$ cat src/inc/vcf_pkg.sv
// Constants and types of the virtual channel framer.
// Assumes one synchronous clock; all lengths count octets.
package vcf_pkg;

    // Frame geometry
    localparam logic [7:0]  SYNC_LEN   = 8'h04;
    localparam logic [7:0]  HDR_LEN    = 8'h06;
    localparam logic [7:0]  DF_LEN     = 8'h40;
    localparam logic [7:0]  TRL_LEN    = 8'h02;
    localparam logic [7:0]  FRAME_LEN  = SYNC_LEN + HDR_LEN + DF_LEN + TRL_LEN;
    localparam logic [7:0]  BODY_LEN   = HDR_LEN + DF_LEN + TRL_LEN;
    localparam logic [7:0]  INS_MAX    = 8'h10;

    // Marker pattern, fill and header fields; values arbitrary
    localparam logic [31:0] SYNC_WORD  = 32'hA5C3_5A3C;
    localparam logic [7:0]  FILL_BYTE  = 8'h55;
    localparam logic [1:0]  HDR_VER    = 2'h1;
    localparam logic [5:0]  VCID_IDLE  = 6'h3F;
    localparam logic [7:0]  HDR_SIG    = 8'h00;

    // Packet wrapper header
    localparam logic [7:0]  PKT_HDR_LEN = 8'h06;
    localparam logic [2:0]  PKT_VER     = 3'h0;
    localparam logic [1:0]  PKT_SEQF    = 2'h3;

    // Grades of service
    localparam logic [1:0]  GOS_1      = 2'h1;
    localparam logic [1:0]  GOS_2      = 2'h2;
    localparam logic [1:0]  GOS_3      = 2'h3;

    // Buffer shape
    localparam int          FIFO_W     = 8;
    localparam int          FIFO_D     = 16;

    typedef enum logic [2:0] {SRC_MUX, SRC_BITS, SRC_VCA, SRC_EXT, SRC_IDLE} vcf_src_e;
    typedef enum logic [2:0] {FR_SYNC, FR_HDR, FR_INS, FR_DATA, FR_TRL, FR_EXT} vcf_fr_e;
    typedef enum logic [1:0] {PK_IDLE, PK_HDR, PK_BODY, PK_PATH} vcf_pk_e;

endpackage : vcf_pkg

$ cat src/hdl/vcf_fifo.sv
// Synchronous FIFO with valid/ready on both sides.
// Assumes one clock; clock enable freezes all state.
module vcf_fifo #(
    parameter int W = 8,
    parameter int D = 16
) (
    input  wire logic         ref_clk,
    input  wire logic         arst_n,
    input  wire logic         ce,
    input  wire logic         in_valid,
    output logic              in_ready,
    input  wire logic [W-1:0] in_data,
    output logic              out_valid,
    input  wire logic         out_ready,
    output logic      [W-1:0] out_data
);
    localparam int AW = $clog2(D);

    logic [W-1:0] mem [D];
    logic [AW-1:0] wp_q, wp_d, rp_q, rp_d;
    logic [AW:0]   n_q, n_d;
    logic          wr, rd;

    assign in_ready  = (n_q != (AW+1)'(D));
    assign out_valid = (n_q != '0);
    assign out_data  = mem[rp_q];
    assign wr        = ce && in_valid && in_ready;
    assign rd        = ce && out_valid && out_ready;

    always_comb begin
        wp_d = wp_q;
        rp_d = rp_q;
        n_d  = n_q;
        if (wr) begin
            wp_d = (wp_q == AW'(D - 1)) ? '0 : wp_q + 1'b1;
        end
        if (rd) begin
            rp_d = (rp_q == AW'(D - 1)) ? '0 : rp_q + 1'b1;
        end
        if (wr && !rd) begin
            n_d = n_q + 1'b1;
        end else if (rd && !wr) begin
            n_d = n_q - 1'b1;
        end
    end

    always_ff @(posedge ref_clk or negedge arst_n) begin
        if (!arst_n) begin
            wp_q <= '0;
            rp_q <= '0;
            n_q  <= '0;
        end else begin
            wp_q <= wp_d;
            rp_q <= rp_d;
            n_q  <= n_d;
        end
    end

    // Storage carries no reset
    always_ff @(posedge ref_clk) begin
        if (wr) begin
            mem[wp_q] <= in_data;
        end
    end

endmodule : vcf_fifo

$ cat src/hdl/vcf_framer.sv
// Sending side virtual channel framer: builds fixed-length frames on one channel.
// Assumes all inputs synchronous to ref_clk; downstream applies any coding.
// Notes on behaviour
// Fixed-length frames, each led by marker
// One channel per frame, grade per channel
// Header, data field, trailer of fixed length
// Packets concatenated in order to fill field
// Foreign units wrapped in packet, in order
// Bits blocked into field, fill appended
// Each bitstream owns its channel alone
// Private units exactly field length, forwarded
// External frames match own frame length
// External frames interleaved by configured priority
// Insert zone in every frame when enabled with nonzero ins_len
// Insert zone carved from data field
// Insert zone below 10Mb/s, else bitstream
// No insert together with external frames
// Bounded latency and jitter for isochronous data
// Insert user absorbs its rate mismatch
// Grade set by configuration, never signalled
// Grades differ in completeness and errors
// Receiver may drop units with errors
// Idle fill frame when nothing ready
// Spacecraft and channel id in header
// One ready channel per slot, fixed priority
module vcf_framer
    import vcf_pkg::*;
(
    input  wire logic        ref_clk,
    input  wire logic        arst_n,
    input  wire logic        ce,
    input  wire logic [7:0]  scid,
    input  wire logic [5:0]  vcid_mux,
    input  wire logic [5:0]  vcid_bits,
    input  wire logic [5:0]  vcid_vca,
    input  wire logic [1:0]  gos_mux,
    input  wire logic [1:0]  gos_bits,
    input  wire logic [1:0]  gos_vca,
    input  wire logic [1:0]  gos_ext,
    input  wire logic [1:0]  pri_mux,
    input  wire logic [1:0]  pri_bits,
    input  wire logic [1:0]  pri_vca,
    input  wire logic [1:0]  pri_ext,
    input  wire logic [10:0] enc_apid,
    input  wire logic        ins_en,
    input  wire logic [4:0]  ins_len,
    input  wire logic        path_valid,
    output logic             path_ready,
    input  wire logic [7:0]  path_data,
    input  wire logic        path_last,
    input  wire logic        enc_valid,
    output logic             enc_ready,
    input  wire logic [7:0]  enc_data,
    input  wire logic        enc_last,
    input  wire logic [15:0] enc_len,
    input  wire logic        bit_valid,
    output logic             bit_ready,
    input  wire logic        bit_data,
    input  wire logic        vca_valid,
    output logic             vca_ready,
    input  wire logic [7:0]  vca_data,
    input  wire logic        ext_valid,
    output logic             ext_ready,
    input  wire logic [7:0]  ext_data,
    input  wire logic        ins_valid,
    output logic             ins_ready,
    input  wire logic [7:0]  ins_data,
    output logic             tx_valid,
    input  wire logic        tx_ready,
    output logic [7:0]       tx_data,
    output logic             tx_sof,
    output logic [1:0]       tx_gos
);

    function automatic logic [5:0] vcid_of(vcf_src_e s, logic [5:0] m, logic [5:0] b,
                                           logic [5:0] v);
        unique case (s)
            SRC_MUX:  vcid_of = m;
            SRC_BITS: vcid_of = b;
            SRC_VCA:  vcid_of = v;
            default:  vcid_of = VCID_IDLE;
        endcase
    endfunction : vcid_of

    // Highest score wins; ties go to the earlier entry
    function automatic vcf_src_e pick(logic [3:0] rdy, logic [7:0] pri);
        logic [2:0] best;
        logic [2:0] sc;
        pick = SRC_IDLE;
        best = 3'h0;
        for (int i = 0; i < 4; i++) begin
            sc = {rdy[i], pri[2*i +: 2]};
            if (rdy[i] && sc > best) begin
                best = sc;
                pick = vcf_src_e'(3'(i));
            end
        end
    endfunction : pick

    // Packet front end: wrapper and pass-through into the mux buffer
    vcf_pk_e     pk_q, pk_d;
    logic [7:0]  pk_idx_q, pk_idx_d;
    logic [15:0] pk_len_q, pk_len_d;
    logic [13:0] pk_seq_q, pk_seq_d;
    logic        pk_push, fifo_irdy, fifo_ovld, fifo_ordy;
    logic [7:0]  pk_byte, fifo_odata;

    always_comb begin
        pk_d = pk_q;
        pk_idx_d = pk_idx_q;
        pk_len_d = pk_len_q;
        pk_seq_d = pk_seq_q;
        pk_push = 1'b0;
        pk_byte = path_data;
        path_ready = 1'b0;
        enc_ready = 1'b0;
        unique case (pk_q)
            PK_IDLE: begin
                if (path_valid) begin
                    pk_d = PK_PATH;
                end else if (enc_valid) begin
                    pk_d = PK_HDR;
                    pk_idx_d = 8'h00;
                    pk_len_d = enc_len + PKT_HDR_LEN[7:0] - 16'h0001;
                end
            end
            PK_HDR: begin
                pk_push = 1'b1;
                unique case (pk_idx_q[2:0])
                    3'h0:    pk_byte = {PKT_VER, 2'b00, enc_apid[10:8]};
                    3'h1:    pk_byte = enc_apid[7:0];
                    3'h2:    pk_byte = {PKT_SEQF, pk_seq_q[13:8]};
                    3'h3:    pk_byte = pk_seq_q[7:0];
                    3'h4:    pk_byte = pk_len_q[15:8];
                    default: pk_byte = pk_len_q[7:0];
                endcase
                if (fifo_irdy) begin
                    pk_idx_d = pk_idx_q + 8'h01;
                    if (pk_idx_q == PKT_HDR_LEN - 8'h01) begin
                        pk_d = PK_BODY;
                        pk_seq_d = pk_seq_q + 14'h0001;
                    end
                end
            end
            PK_BODY: begin
                pk_push = enc_valid;
                pk_byte = enc_data;
                enc_ready = fifo_irdy;
                if (enc_valid && fifo_irdy && enc_last) begin
                    pk_d = PK_IDLE;
                end
            end
            PK_PATH: begin
                pk_push = path_valid;
                path_ready = fifo_irdy;
                if (path_valid && fifo_irdy && path_last) begin
                    pk_d = PK_IDLE;
                end
            end
        endcase
        if (!ce) begin
            path_ready = 1'b0;
            enc_ready = 1'b0;
        end
    end

    always_ff @(posedge ref_clk or negedge arst_n) begin
        if (!arst_n) begin
            pk_q <= PK_IDLE;
            pk_idx_q <= 8'h00;
            pk_len_q <= 16'h0000;
            pk_seq_q <= 14'h0000;
        end else if (ce) begin
            pk_q <= pk_d;
            pk_idx_q <= pk_idx_d;
            pk_len_q <= pk_len_d;
            pk_seq_q <= pk_seq_d;
        end
    end

    vcf_fifo #(.W(FIFO_W), .D(FIFO_D)) u_mux_buf (
        .ref_clk  (ref_clk),
        .arst_n   (arst_n),
        .ce       (ce),
        .in_valid (pk_push),
        .in_ready (fifo_irdy),
        .in_data  (pk_byte),
        .out_valid(fifo_ovld),
        .out_ready(fifo_ordy),
        .out_data (fifo_odata)
    );

    // Framer state
    vcf_fr_e     st_q, st_d;
    vcf_src_e    src_q, src_d;
    logic [7:0]  idx_q, idx_d, vcnt_q, vcnt_d, chk_q, chk_d;
    logic        fill_q, fill_d;
    logic [23:0] cnt_q [5];
    logic [23:0] cnt_d [5];
    logic [7:0]  obyte_q, obyte_d, byte_c, dz_len, ins_n;
    logic        ovld_q, ovld_d, osof_q, osof_d, adv, avail, take;
    logic [1:0]  ogos_q, ogos_d, gos_c;
    logic [3:0]  rdy;

    // Bitstream packer
    logic [7:0]  bs_sh_q, bs_sh_d, bs_byte_q, bs_byte_d;
    logic [2:0]  bs_n_q, bs_n_d;
    logic        bs_full_q, bs_full_d, bs_acc;

    assign ins_n  = (ins_en && ({3'b000, ins_len} <= INS_MAX)) ? {3'b000, ins_len}
                  : (ins_en ? INS_MAX : 8'h00);
    assign dz_len = DF_LEN - ins_n;
    assign rdy    = {ext_valid && !ins_en, vca_valid, bs_full_q, fifo_ovld};
    assign adv    = ce && (!ovld_q || tx_ready) && !(st_q == FR_EXT && !ext_valid);
    assign avail  = (src_q == SRC_MUX) ? fifo_ovld
                  : (src_q == SRC_BITS) ? bs_full_q
                  : (src_q == SRC_VCA) ? vca_valid : 1'b0;
    assign take      = adv && st_q == FR_DATA && !fill_q && avail;
    assign fifo_ordy = take && src_q == SRC_MUX;
    assign vca_ready = take && src_q == SRC_VCA;
    assign ext_ready = adv && st_q == FR_EXT;
    assign ins_ready = adv && st_q == FR_INS;
    assign bit_ready = !(bs_full_q && bs_n_q == 3'h7);
    assign bs_acc    = ce && bit_valid && bit_ready;
    assign gos_c     = (src_d == SRC_MUX) ? gos_mux : (src_d == SRC_BITS) ? gos_bits
                     : (src_d == SRC_VCA) ? gos_vca : (src_d == SRC_EXT) ? gos_ext : GOS_3;

    always_comb begin
        bs_sh_d = bs_sh_q;
        bs_n_d = bs_n_q;
        bs_byte_d = bs_byte_q;
        bs_full_d = bs_full_q;
        if (take && src_q == SRC_BITS) begin
            bs_full_d = 1'b0;
        end
        if (bs_acc) begin
            bs_sh_d = {bs_sh_q[6:0], bit_data};
            bs_n_d = bs_n_q + 3'h1;
            if (bs_n_q == 3'h7) begin
                bs_byte_d = {bs_sh_q[6:0], bit_data};
                bs_full_d = 1'b1;
            end
        end
    end

    always_comb begin
        st_d = st_q;
        src_d = src_q;
        idx_d = idx_q;
        fill_d = fill_q;
        vcnt_d = vcnt_q;
        chk_d = chk_q;
        cnt_d = cnt_q;
        obyte_d = obyte_q;
        osof_d = osof_q;
        ogos_d = ogos_q;
        ovld_d = ovld_q && !tx_ready;
        byte_c = FILL_BYTE;
        if (st_q == FR_SYNC && idx_q == 8'h00) begin
            src_d = pick(rdy, {pri_ext, pri_vca, pri_bits, pri_mux});
        end
        unique case (st_q)
            FR_SYNC: byte_c = 8'(SYNC_WORD >> (8 * (SYNC_LEN - 8'h01 - idx_q)));
            FR_HDR: begin
                unique case (idx_q[2:0])
                    3'h0:    byte_c = {HDR_VER, scid[7:2]};
                    3'h1:    byte_c = {scid[1:0], vcid_of(src_q, vcid_mux, vcid_bits,
                                                          vcid_vca)};
                    3'h2:    byte_c = cnt_q[src_q][23:16];
                    3'h3:    byte_c = cnt_q[src_q][15:8];
                    3'h4:    byte_c = cnt_q[src_q][7:0];
                    default: byte_c = HDR_SIG;
                endcase
            end
            FR_INS:  byte_c = ins_valid ? ins_data : FILL_BYTE;
            FR_DATA: begin
                if (!fill_q && avail) begin
                    byte_c = (src_q == SRC_MUX) ? fifo_odata
                           : (src_q == SRC_BITS) ? bs_byte_q : vca_data;
                end
            end
            FR_TRL:  byte_c = (idx_q == 8'h00) ? vcnt_q : chk_q;
            FR_EXT:  byte_c = ext_data;
        endcase
        if (adv) begin
            ovld_d = 1'b1;
            obyte_d = byte_c;
            osof_d = (st_q == FR_SYNC && idx_q == 8'h00);
            ogos_d = gos_c;
            idx_d = idx_q + 8'h01;
            if (st_q != FR_SYNC && st_q != FR_EXT) begin
                chk_d = chk_q ^ byte_c;
            end
            unique case (st_q)
                FR_SYNC: begin
                    if (idx_q == SYNC_LEN - 8'h01) begin
                        idx_d = 8'h00;
                        chk_d = 8'h00;
                        vcnt_d = 8'h00;
                        fill_d = 1'b0;
                        st_d = (src_q == SRC_EXT) ? FR_EXT : FR_HDR;
                    end
                end
                FR_HDR: begin
                    if (idx_q == HDR_LEN - 8'h01) begin
                        idx_d = 8'h00;
                        cnt_d[src_q] = cnt_q[src_q] + 24'h000001;
                        st_d = (ins_n != 8'h00) ? FR_INS : FR_DATA;
                    end
                end
                FR_INS: begin
                    if (idx_q == ins_n - 8'h01) begin
                        idx_d = 8'h00;
                        st_d = FR_DATA;
                    end
                end
                FR_DATA: begin
                    if (take) begin
                        vcnt_d = vcnt_q + 8'h01;
                    end else begin
                        fill_d = 1'b1;
                    end
                    if (idx_q == dz_len - 8'h01) begin
                        idx_d = 8'h00;
                        st_d = FR_TRL;
                    end
                end
                FR_TRL: begin
                    if (idx_q == TRL_LEN - 8'h01) begin
                        idx_d = 8'h00;
                        st_d = FR_SYNC;
                    end
                end
                FR_EXT: begin
                    if (idx_q == BODY_LEN - 8'h01) begin
                        idx_d = 8'h00;
                        st_d = FR_SYNC;
                    end
                end
            endcase
        end
    end

    always_ff @(posedge ref_clk or negedge arst_n) begin
        if (!arst_n) begin
            st_q <= FR_SYNC;
            src_q <= SRC_IDLE;
            idx_q <= 8'h00;
            fill_q <= 1'b0;
            vcnt_q <= 8'h00;
            chk_q <= 8'h00;
            for (int i = 0; i < 5; i++) begin
                cnt_q[i] <= 24'h000000;
            end
            obyte_q <= 8'h00;
            ovld_q <= 1'b0;
            osof_q <= 1'b0;
            ogos_q <= GOS_3;
            bs_sh_q <= 8'h00;
            bs_n_q <= 3'h0;
            bs_byte_q <= 8'h00;
            bs_full_q <= 1'b0;
        end else if (ce) begin
            st_q <= st_d;
            src_q <= src_d;
            idx_q <= idx_d;
            fill_q <= fill_d;
            vcnt_q <= vcnt_d;
            chk_q <= chk_d;
            cnt_q <= cnt_d;
            obyte_q <= obyte_d;
            ovld_q <= ovld_d;
            osof_q <= osof_d;
            ogos_q <= ogos_d;
            bs_sh_q <= bs_sh_d;
            bs_n_q <= bs_n_d;
            bs_byte_q <= bs_byte_d;
            bs_full_q <= bs_full_d;
        end
    end

    assign tx_valid = ovld_q;
    assign tx_data  = obyte_q;
    assign tx_sof   = osof_q;
    assign tx_gos   = ogos_q;

    // Checks
    logic [7:0] hs_cnt_q;
    always_ff @(posedge ref_clk or negedge arst_n) begin
        if (!arst_n) begin
            hs_cnt_q <= 8'h00;
        end else if (ce && tx_valid && tx_ready) begin
            hs_cnt_q <= tx_sof ? 8'h01 : hs_cnt_q + 8'h01;
        end
    end
endmodule : vcf_framer

$ cat config.mk
export PLATFORM = sky130hd
export DESIGN_NAME = vcf_framer
export DESIGN_NICKNAME = d
export VERILOG_FILES = /design/src/inc/vcf_pkg.sv /design/src/hdl/vcf_fifo.sv /design/src/hdl/vcf_framer.sv
export SDC_FILE = /design/constraint.sdc
export NUM_CORES = 1
export LEC_CHECK = 0
export BUFFER_PORTS_ARGS = -buffer_cell sky130_fd_sc_hd__buf_2
export CAP_MARGIN = 20
export CORE_MARGIN = 5
export CORE_UTILIZATION = 30
export DETAILED_ROUTE_END_ITERATION = 7
export SKIP_LAST_GASP = 1
export SLEW_MARGIN = 20
export SYNTH_ARGS = -nofsm -noshare
export SYNTH_HDL_FRONTEND = slang
export SYNTH_HIERARCHICAL = 1
export SYNTH_SLANG_ARGS = --single-unit
export TNS_END_PERCENT = 100
$ cat constraint.sdc
create_clock -name ref_clk -period 8.5 [get_ports ref_clk]
set_input_delay 0.425 -clock ref_clk [delete_from_list [all_inputs] [get_ports ref_clk]]
set_output_delay 0.425 -clock ref_clk [all_outputs]
set_load 0.1 [all_outputs]
==> out/qor.csv, run 1 <==
metric,value,unit
outcome,completed,
clk_skew,0.0389,ns
worst reg2reg startpoint,u_mux_buf/n_q[0]$_DFFE_PN0P_,
worst min-delay path startpoint,enc_len[0],
post-synthesis compound-gate area fraction,14.9,%
number of distinct library cells after synthesis,91,
sw power,2.40,mW
Clock Latency Late Sink,0.56,ns
CP max FO,6,
number of synthesized register bits,363,
Startpoint Class,flop,
grt ovf,0,
"Async S/R FF share, synth",64.7,%
Max Transition Viols Final,0,
unrepaired setup endpoints after global routing,no,
Synth Area in Simple Gates,14.0,%
critical path class,flop to flop,
Post-Synth XOR/XNOR Area,2.87,%
PostCTS Resize Cnt,0,
Peak VDD IR,240,uV
"EDFF count, synth",128,
drt via density,5.38,
core region area,64500,sq um
CTS tree,yes,
maxcap violations,0,
Int Pwr,4.00,mW
IO Port Bufs,145,
CTS max path bufs,3,
post-synth net total,1936,
antenna fix cells,0,
layout cells sized above 1,20.1,%
global-route wire length before repair,86200,um
largest net degree at the start of global routing,106,
share of total power in the clock network,27.2,%
GRT Total Usage,15.2,%
Area Growth Syn to Fin,14.3,%
mux share of post-synthesis cell area,12.3,%
first-iteration detailed-routing DRC count,1488,
combinational family with the most area after synthesis,compound AO/OA/AOI/OAI gates,
DP Wirelength,39000,um
combinational share of power,33.8,%
DRC viols,0,
DRT Wirelength,55100,um
post-route ant nets,0,
depth of the most critical reg-to-reg path,21,
CTS buffer count,40,
final-stage net count,2037,
warning count from the yosys run,6,
Horiz. Die Dim,265,um
die area,70400,sq um
hold depth,2,
post-synthesis adder-cell area fraction,2.85,%
Post-Place Worst Slack,3.27,ns
vias after detailed routing,14800,
Root Driver,clkbuf_16,
Final Util,34.7,%
total negative slack,0,ns
sw frac,37.5,%
"Seq/Total Area, Yosys",49.8,%
Worst slew margin,29.8,%
most frequent cells in the layout,"229 x dfrtp_1, 199 x nand2_1, 144 x buf_2",
initial antenna violation count,5,
FF-to-FF setup slack,3.23,ns
Worst-path clk slew,0.06,ns
Power Dens Cells,286,nW/um^2
average cell area after synthesis,11.1,sq um
TritonRoute pass-1 iters,6,
routed wire length per instance,20.0,um
Synth Flop Type,dfrtp_1,
type of the worst min-delay path,input port to flop,
Die Span Y,265,um
initial core utilization,30.3,%
Pleak,9.03,nW
Worst-Margin Slew,1.03,ns
I/O pin count,146,
Sink Count,363,
CP arrival,5.74,ns
"Hold Vio Cnt, Final",0,
Post-Syn Area,19600,sq um
Hold WS,0.105,ns
Post-Place Cells,2677,
Final min period,5.27,ns
Syn Inst Count,1764,
Worst Hold Path EP,pk_len_q[0]$_DFFE_PN0P_,
setup ws final,3.23,ns
Final setup viols,0,
"commonest non-fill, non-tap cell in the layout",dfrtp_1,
H-tree depth,2,
vias in the first global route,14700,
worst reg2reg endpoint,tx_gos[0]$_DFFE_PN1P_,
sequential fraction of design power,38.9,%
Non-Filler Instances,2752,
WP data required,8.97,ns
Row Count,93,
Fmax,190,MHz
GPL Wtd Cong,0.924,
Final Cycle Share,62.0,%
Setup crit end kind,flop,
## logic make-up (layout without fill, tap and decap cells)
group	Yosys count	after routing
adder cells (fa/ha/maj)	44	44
buffers and inverters	145	278
flip-flops	363	363
XOR/XNOR	64	64
AO/OA/AOI/OAI	433	433
AND/OR/NAND/NOR	543	543
multiplexers	172	172
## power groups by stage
stage          Combinational [mW]  Sequential, mW  Clock [mW]
2_1_floorplan                1.41            2.52           0
3_3_place_gp                 2.09            2.51           0
3_5_place_dp                 2.15            2.52           0
4_1_cts                      2.16            2.49        1.78
5_1_grt                      2.35            2.52        1.86
6_report                     2.16            2.49        1.74
## final cells by class
type | instances | area [sq um]
Clock buffer | 47 | 1030
Sequential cell | 363 | 9730
Tap cell | 855 | 1070
Timing Repair Buffer | 170 | 930
Multi-Input combinational cell | 1256 | 9180
Clock inverter | 27 | 285
Fill cell | 6427 | 42100
Inverter | 34 | 128
## critical path, stage by stage, from the launching register on
cell	delay (ns)
dfrtp_1	0.47
nor4_4	0.46
nand2_1	0.33
and2_1	0.28
ha_1	0.28
a31oi_1	0.18
o21a_1	0.23
mux2_2	0.37
ha_1	0.18
nand2b_1	0.14
a21oi_1	0.20
o221ai_1	0.18
nand2_1	0.09
o21ai_0	0.09
ha_1	0.30
nor2b_1	0.12
o21ai_0	0.07
a21oi_1	0.26
a21oi_1	0.12
a21o_1	0.26
a2111oi_0	0.49
a211oi_1	0.09
## worst max-delay path by stage
stage / start / to / depth (start not counted) / slack, ns
3_3_place_gp: u_mux_buf/n_q[1]$_DFFE_PN0P_ / tx_gos[0]$_DFFE_PN1P_ / 21 / 3.55
3_5_place_dp: u_mux_buf/n_q[0]$_DFFE_PN0P_ / tx_gos[0]$_DFFE_PN1P_ / 21 / 3.27
5_1_grt: u_mux_buf/n_q[0]$_DFFE_PN0P_ / tx_gos[0]$_DFFE_PN1P_ / 21 / 2.83
4_1_cts: u_mux_buf/n_q[0]$_DFFE_PN0P_ / tx_gos[0]$_DFFE_PN1P_ / 21 / 3.25
2_1_floorplan: u_mux_buf/n_q[1]$_DFFE_PN0P_ / tx_gos[0]$_DFFE_PN1P_ / 21 / 4.08
6_report: u_mux_buf/n_q[0]$_DFFE_PN0P_ / tx_gos[0]$_DFFE_PN1P_ / 21 / 3.23
## metrics by stage
stage / total power [mW] / area, sq um
3_3_place_gp: 4.60 / 21000
5_1_grt: 6.74 / 22400
3_5_place_dp: 4.67 / 21000
6_report: 6.40 / 22400
4_1_cts: 6.43 / 22300
2_1_floorplan: 3.93 / 19600
## layer usage
layer	up-vias	track usage, %	wire length [um]	share of wire (%)
met5	-	0	7	0.013
met4	2	3.33	1220	2.2
met3	92	3.22	4170	7.6
met2	551	23.7	24700	45
met1	7366	22.0	25000	45
li1	6802	-	-	-
## what timing repair did
action                                 in CTS  in global routing
setup buffers                               0                  0
endpoints found under the hold margin      89                  0
hold buffers                                1                  0
## synthesized netlist by cell type, drive strengths merged, types with 16 or more instances
library cell | count | share of area (%)
xor2 | 30 | 1.3
inv | 33 | 0.63
and2 | 22 | 0.70
nand2b | 18 | 0.58
a21oi | 60 | 1.6
nor2 | 103 | 2.0
a31oi | 16 | 0.51
o21ai | 132 | 3.4
mux4 | 41 | 5.0
o31ai | 16 | 0.61
mux2i | 47 | 2.4
nor2b | 23 | 0.74
a221o | 16 | 0.82
nand4 | 17 | 0.58
mux2 | 84 | 4.8
and3 | 27 | 0.86
dfrtp | 232 | 30
o22ai | 20 | 0.64
nand3 | 43 | 1.1
edfxtp | 128 | 20
ha | 43 | 2.8
nand2 | 199 | 3.8
a22oi | 39 | 1.5
buf | 32 | 1.2
xnor2 | 34 | 1.5
nor3 | 26 | 0.69
clkbuf | 79 | 1.5
## state kept, by name (all words and copies together) (netlist names), 4 cells and up
name,count
u_mux_buf/rp_q,4
bs_sh_q,7
u_mux_buf/n_q,5
cnt_q,120
pk_seq_q,14
vcnt_q,8
idx_q,8
u_mux_buf/mem,128
pk_idx_q,8
tx_data,8
bs_byte_q,8
chk_q,8
pk_len_q,16
u_mux_buf/wp_q,4
Power figures use the tool's default switching activity.
==> inputs of run 2 (changes only) <==
- clock period: 8.5 -> 4.9 ns (I/O delays scaled with it)
==> out/qor.csv, run 2 (synthesized netlist as in run 1, its figures left out) <==
metric,value,unit,change
outcome,completed,,unchanged
top flop regs,"u_mux_buf/mem (128), cnt_q (120), pk_len_q (16)",,unchanged
Max Transition Viols Final,0,,unchanged
max reg flops,128,,unchanged
die area,70400,sq um,unchanged
CTS tree,yes,,unchanged
Peak VDD IR,337,uV,was 240 uV
Fmax,215,MHz,was 190 MHz
Placement Cell Area,21100,sq um,was 21000 sq um
Startpoint Class,flop,,unchanged
type of the worst min-delay path,input port to flop,,unchanged
Final setup viols,0,,unchanged
Power Dens Cells,496,nW/um^2,was 286 nW/um^2
grt ovf,0,,unchanged
DRC viols,0,,unchanged
vias after detailed routing,14700,,was 14800
Final Util,35.0,%,was 34.7%
maxcap violations,0,,unchanged
worst reg2reg startpoint,u_mux_buf/n_q[0]$_DFFE_PN0P_,,unchanged
DRT Wirelength,54700,um,was 55100 um
Final Cell Area,22600,sq um,was 22400 sq um
"commonest non-fill, non-tap cell in the layout",dfrtp_1,,unchanged
"Hold Vio Cnt, Final",0,,unchanged
Clock Latency Late Sink,0.55,ns,was 0.56 ns
layout cells sized above 1,21.0,%,was 20.1%
GPL Wtd Cong,0.900,,was 0.924
core region area,64500,sq um,unchanged
Worst slew margin,27.2,%,was 29.8%
largest net degree at the start of global routing,127,,was 106
DP Wirelength,39700,um,was 39000 um
drt via density,5.29,,was 5.38
initial core utilization,30.3,%,unchanged
Reg with most FFs,u_mux_buf/mem,,unchanged
worst min-delay path startpoint,gos_bits[1],,was enc_len[0]
IO Port Bufs,145,,unchanged
global-route wire length before repair,85500,um,was 86200 um
Setup crit end kind,flop,,unchanged
FF-to-FF setup slack,0.24,ns,was 3.23 ns
clk_skew,0.0125,ns,was 0.0389 ns
TritonRoute pass-1 iters,5,,was 6
WP data required,5.35,ns,was 8.97 ns
Worst-Margin Slew,1.09,ns,was 1.03 ns
H-tree depth,2,,unchanged
Root Driver,clkbuf_16,,unchanged
final-stage net count,2059,,was 2037
post-route ant nets,0,,unchanged
CP max FO,6,,unchanged
Final min period,4.66,ns,was 5.27 ns
CP arrival,5.11,ns,was 5.74 ns
Sink Count,363,,unchanged
I/O pin count,146,,unchanged
Row Count,93,,unchanged
Pleak,9.13,nW,was 9.03 nW
Worst-path clk slew,0.06,ns,about the same
depth of the most critical reg-to-reg path,21,,unchanged
worst reg2reg endpoint,tx_gos[1]$_DFFE_PN1P_,,was tx_gos[0]$_DFFE_PN1P_
Die Span Y,265,um,unchanged
Worst Hold Path EP,tx_gos[1]$_DFFE_PN1P_,,was pk_len_q[0]$_DFFE_PN0P_
GRT Total Usage,15.0,%,was 15.2%
most frequent cells in the layout,"228 x dfrtp_1, 198 x nand2_1, 144 x buf_2",,"was 229 x dfrtp_1, 199 x nand2_1, 144 x buf_2"
vias in the first global route,14900,,was 14700
Area Growth Syn to Fin,15.4,%,was 14.3%
hold depth,3,,was 2
critical path class,flop to flop,,unchanged
Final Cycle Share,95.1,%,was 62.0%
CTS max path bufs,3,,unchanged
CTS buffer count,41,,was 40
first-iteration detailed-routing DRC count,1191,,was 1488
routed wire length per instance,19.7,um,was 20.0 um
Horiz. Die Dim,265,um,unchanged
initial antenna violation count,3,,was 5
Fill cells,6444,,was 6427
-- run 2: cell count changes in the layout (fill, tap and decap cells not counted), sizes merged --
cell / before / now
buf: 169 / 185
dlygate4sd3: 1 / 6
diode: 0 / 1
clkbuf: 47 / 53
inv: 34 / 36
clkinv: 22 / 14
-- run 2: through the flow --
| stage | setup WS, ns | total power, mW | cells | TNS, ns | hold WS, ns |
|---|---|---|---|---|---|
| final | 0.239 | 11.2 | 2774 | 0 | 0.0192 |
| after detailed placement | 0.0105 | 8.13 | 2691 | 0 | 0.418 |
| after CTS | 0.0862 | 11.2 | 2771 | 0 | 0.00222 |
| after global placement | 0.111 | 8.01 | 2691 | 0 | 0.400 |
| after floorplan | 0.477 | 6.81 | 1764 | 0 | -0.0506 |
| after global routing | -0.0346 | 11.8 | 2773 | -0.0429 | 0.0223 |
-- run 2: per-layer routing --
| layer | wire length (um) | GRT usage, % | up-vias |
|---|---|---|---|
| met5 | 12 | 0 | - |
| met4 | 1100 | 3.54 | 2 |
| met3 | 4340 | 3.68 | 80 |
| met1 | 24500 | 20.9 | 7258 |
| li1 | - | - | 6850 |
| met2 | 24700 | 23.8 | 491 |
-- run 2: final cells by class --
type | instances | area (sq um) | share of cell area [%]
Antenna cell | 1 | 2.50 | 0.0111
Clock inverter | 21 | 238 | 1.05
Inverter | 34 | 128 | 0.566
Timing Repair Buffer | 191 | 1100 | 4.86
Multi-Input combinational cell | 1256 | 9210 | 40.8
Sequential cell | 363 | 9730 | 43.1
Clock buffer | 53 | 1090 | 4.84
Tap cell | 855 | 1070 | 4.74
-- run 2: worst max-delay path, stage by stage (launching register included) --
cell	delay [ns]
dfrtp_2	0.46
nor4_4	0.30
nand2_2	0.17
and2_1	0.22
ha_1	0.28
a31oi_1	0.19
o21a_2	0.21
mux2_2	0.35
ha_1	0.17
nand2b_1	0.15
a21oi_2	0.18
o221ai_2	0.14
nand2_1	0.08
o21ai_0	0.09
ha_1	0.30
nor2b_1	0.14
o21ai_0	0.20
a21oi_2	0.11
a21oi_2	0.17
a21o_1	0.24
mux2i_1	0.10
a221oi_1	0.30
-- run 2: where the power goes --
group          total [mW]  switching (mW)  internal [mW]
combinational        3.79            2.43           1.36
clock                3.07            1.27           1.80
sequential           4.34           0.452           3.89
total                11.2            4.15           7.05
-- run 2: worst max path at each step --
| stage | start | to | slack [ns] |
|---|---|---|---|
| after global placement | u_mux_buf/n_q[1]$_DFFE_PN0P_ | tx_gos[0]$_DFFE_PN1P_ | 0.11 |
| after global routing | u_mux_buf/n_q[0]$_DFFE_PN0P_ | tx_gos[1]$_DFFE_PN1P_ | -0.03 |
| final | u_mux_buf/n_q[0]$_DFFE_PN0P_ | tx_gos[1]$_DFFE_PN1P_ | 0.24 |
| after detailed placement | u_mux_buf/n_q[0]$_DFFE_PN0P_ | tx_gos[0]$_DFFE_PN1P_ | 0.01 |
| after CTS | u_mux_buf/n_q[0]$_DFFE_PN0P_ | tx_gos[0]$_DFFE_PN1P_ | 0.09 |
| after floorplan | u_mux_buf/n_q[1]$_DFFE_PN0P_ | tx_gos[0]$_DFFE_PN1P_ | 0.48 |
-- run 2: repair_timing --
action                                  CTS  global route
resized for setup                         1             7
setup buffers                             0             2
endpoints found under the hold margin   127             0
cloned                                    0             0
pin swaps                                 0             4
endpoints found under the setup margin    1             2
hold buffers                              6             0
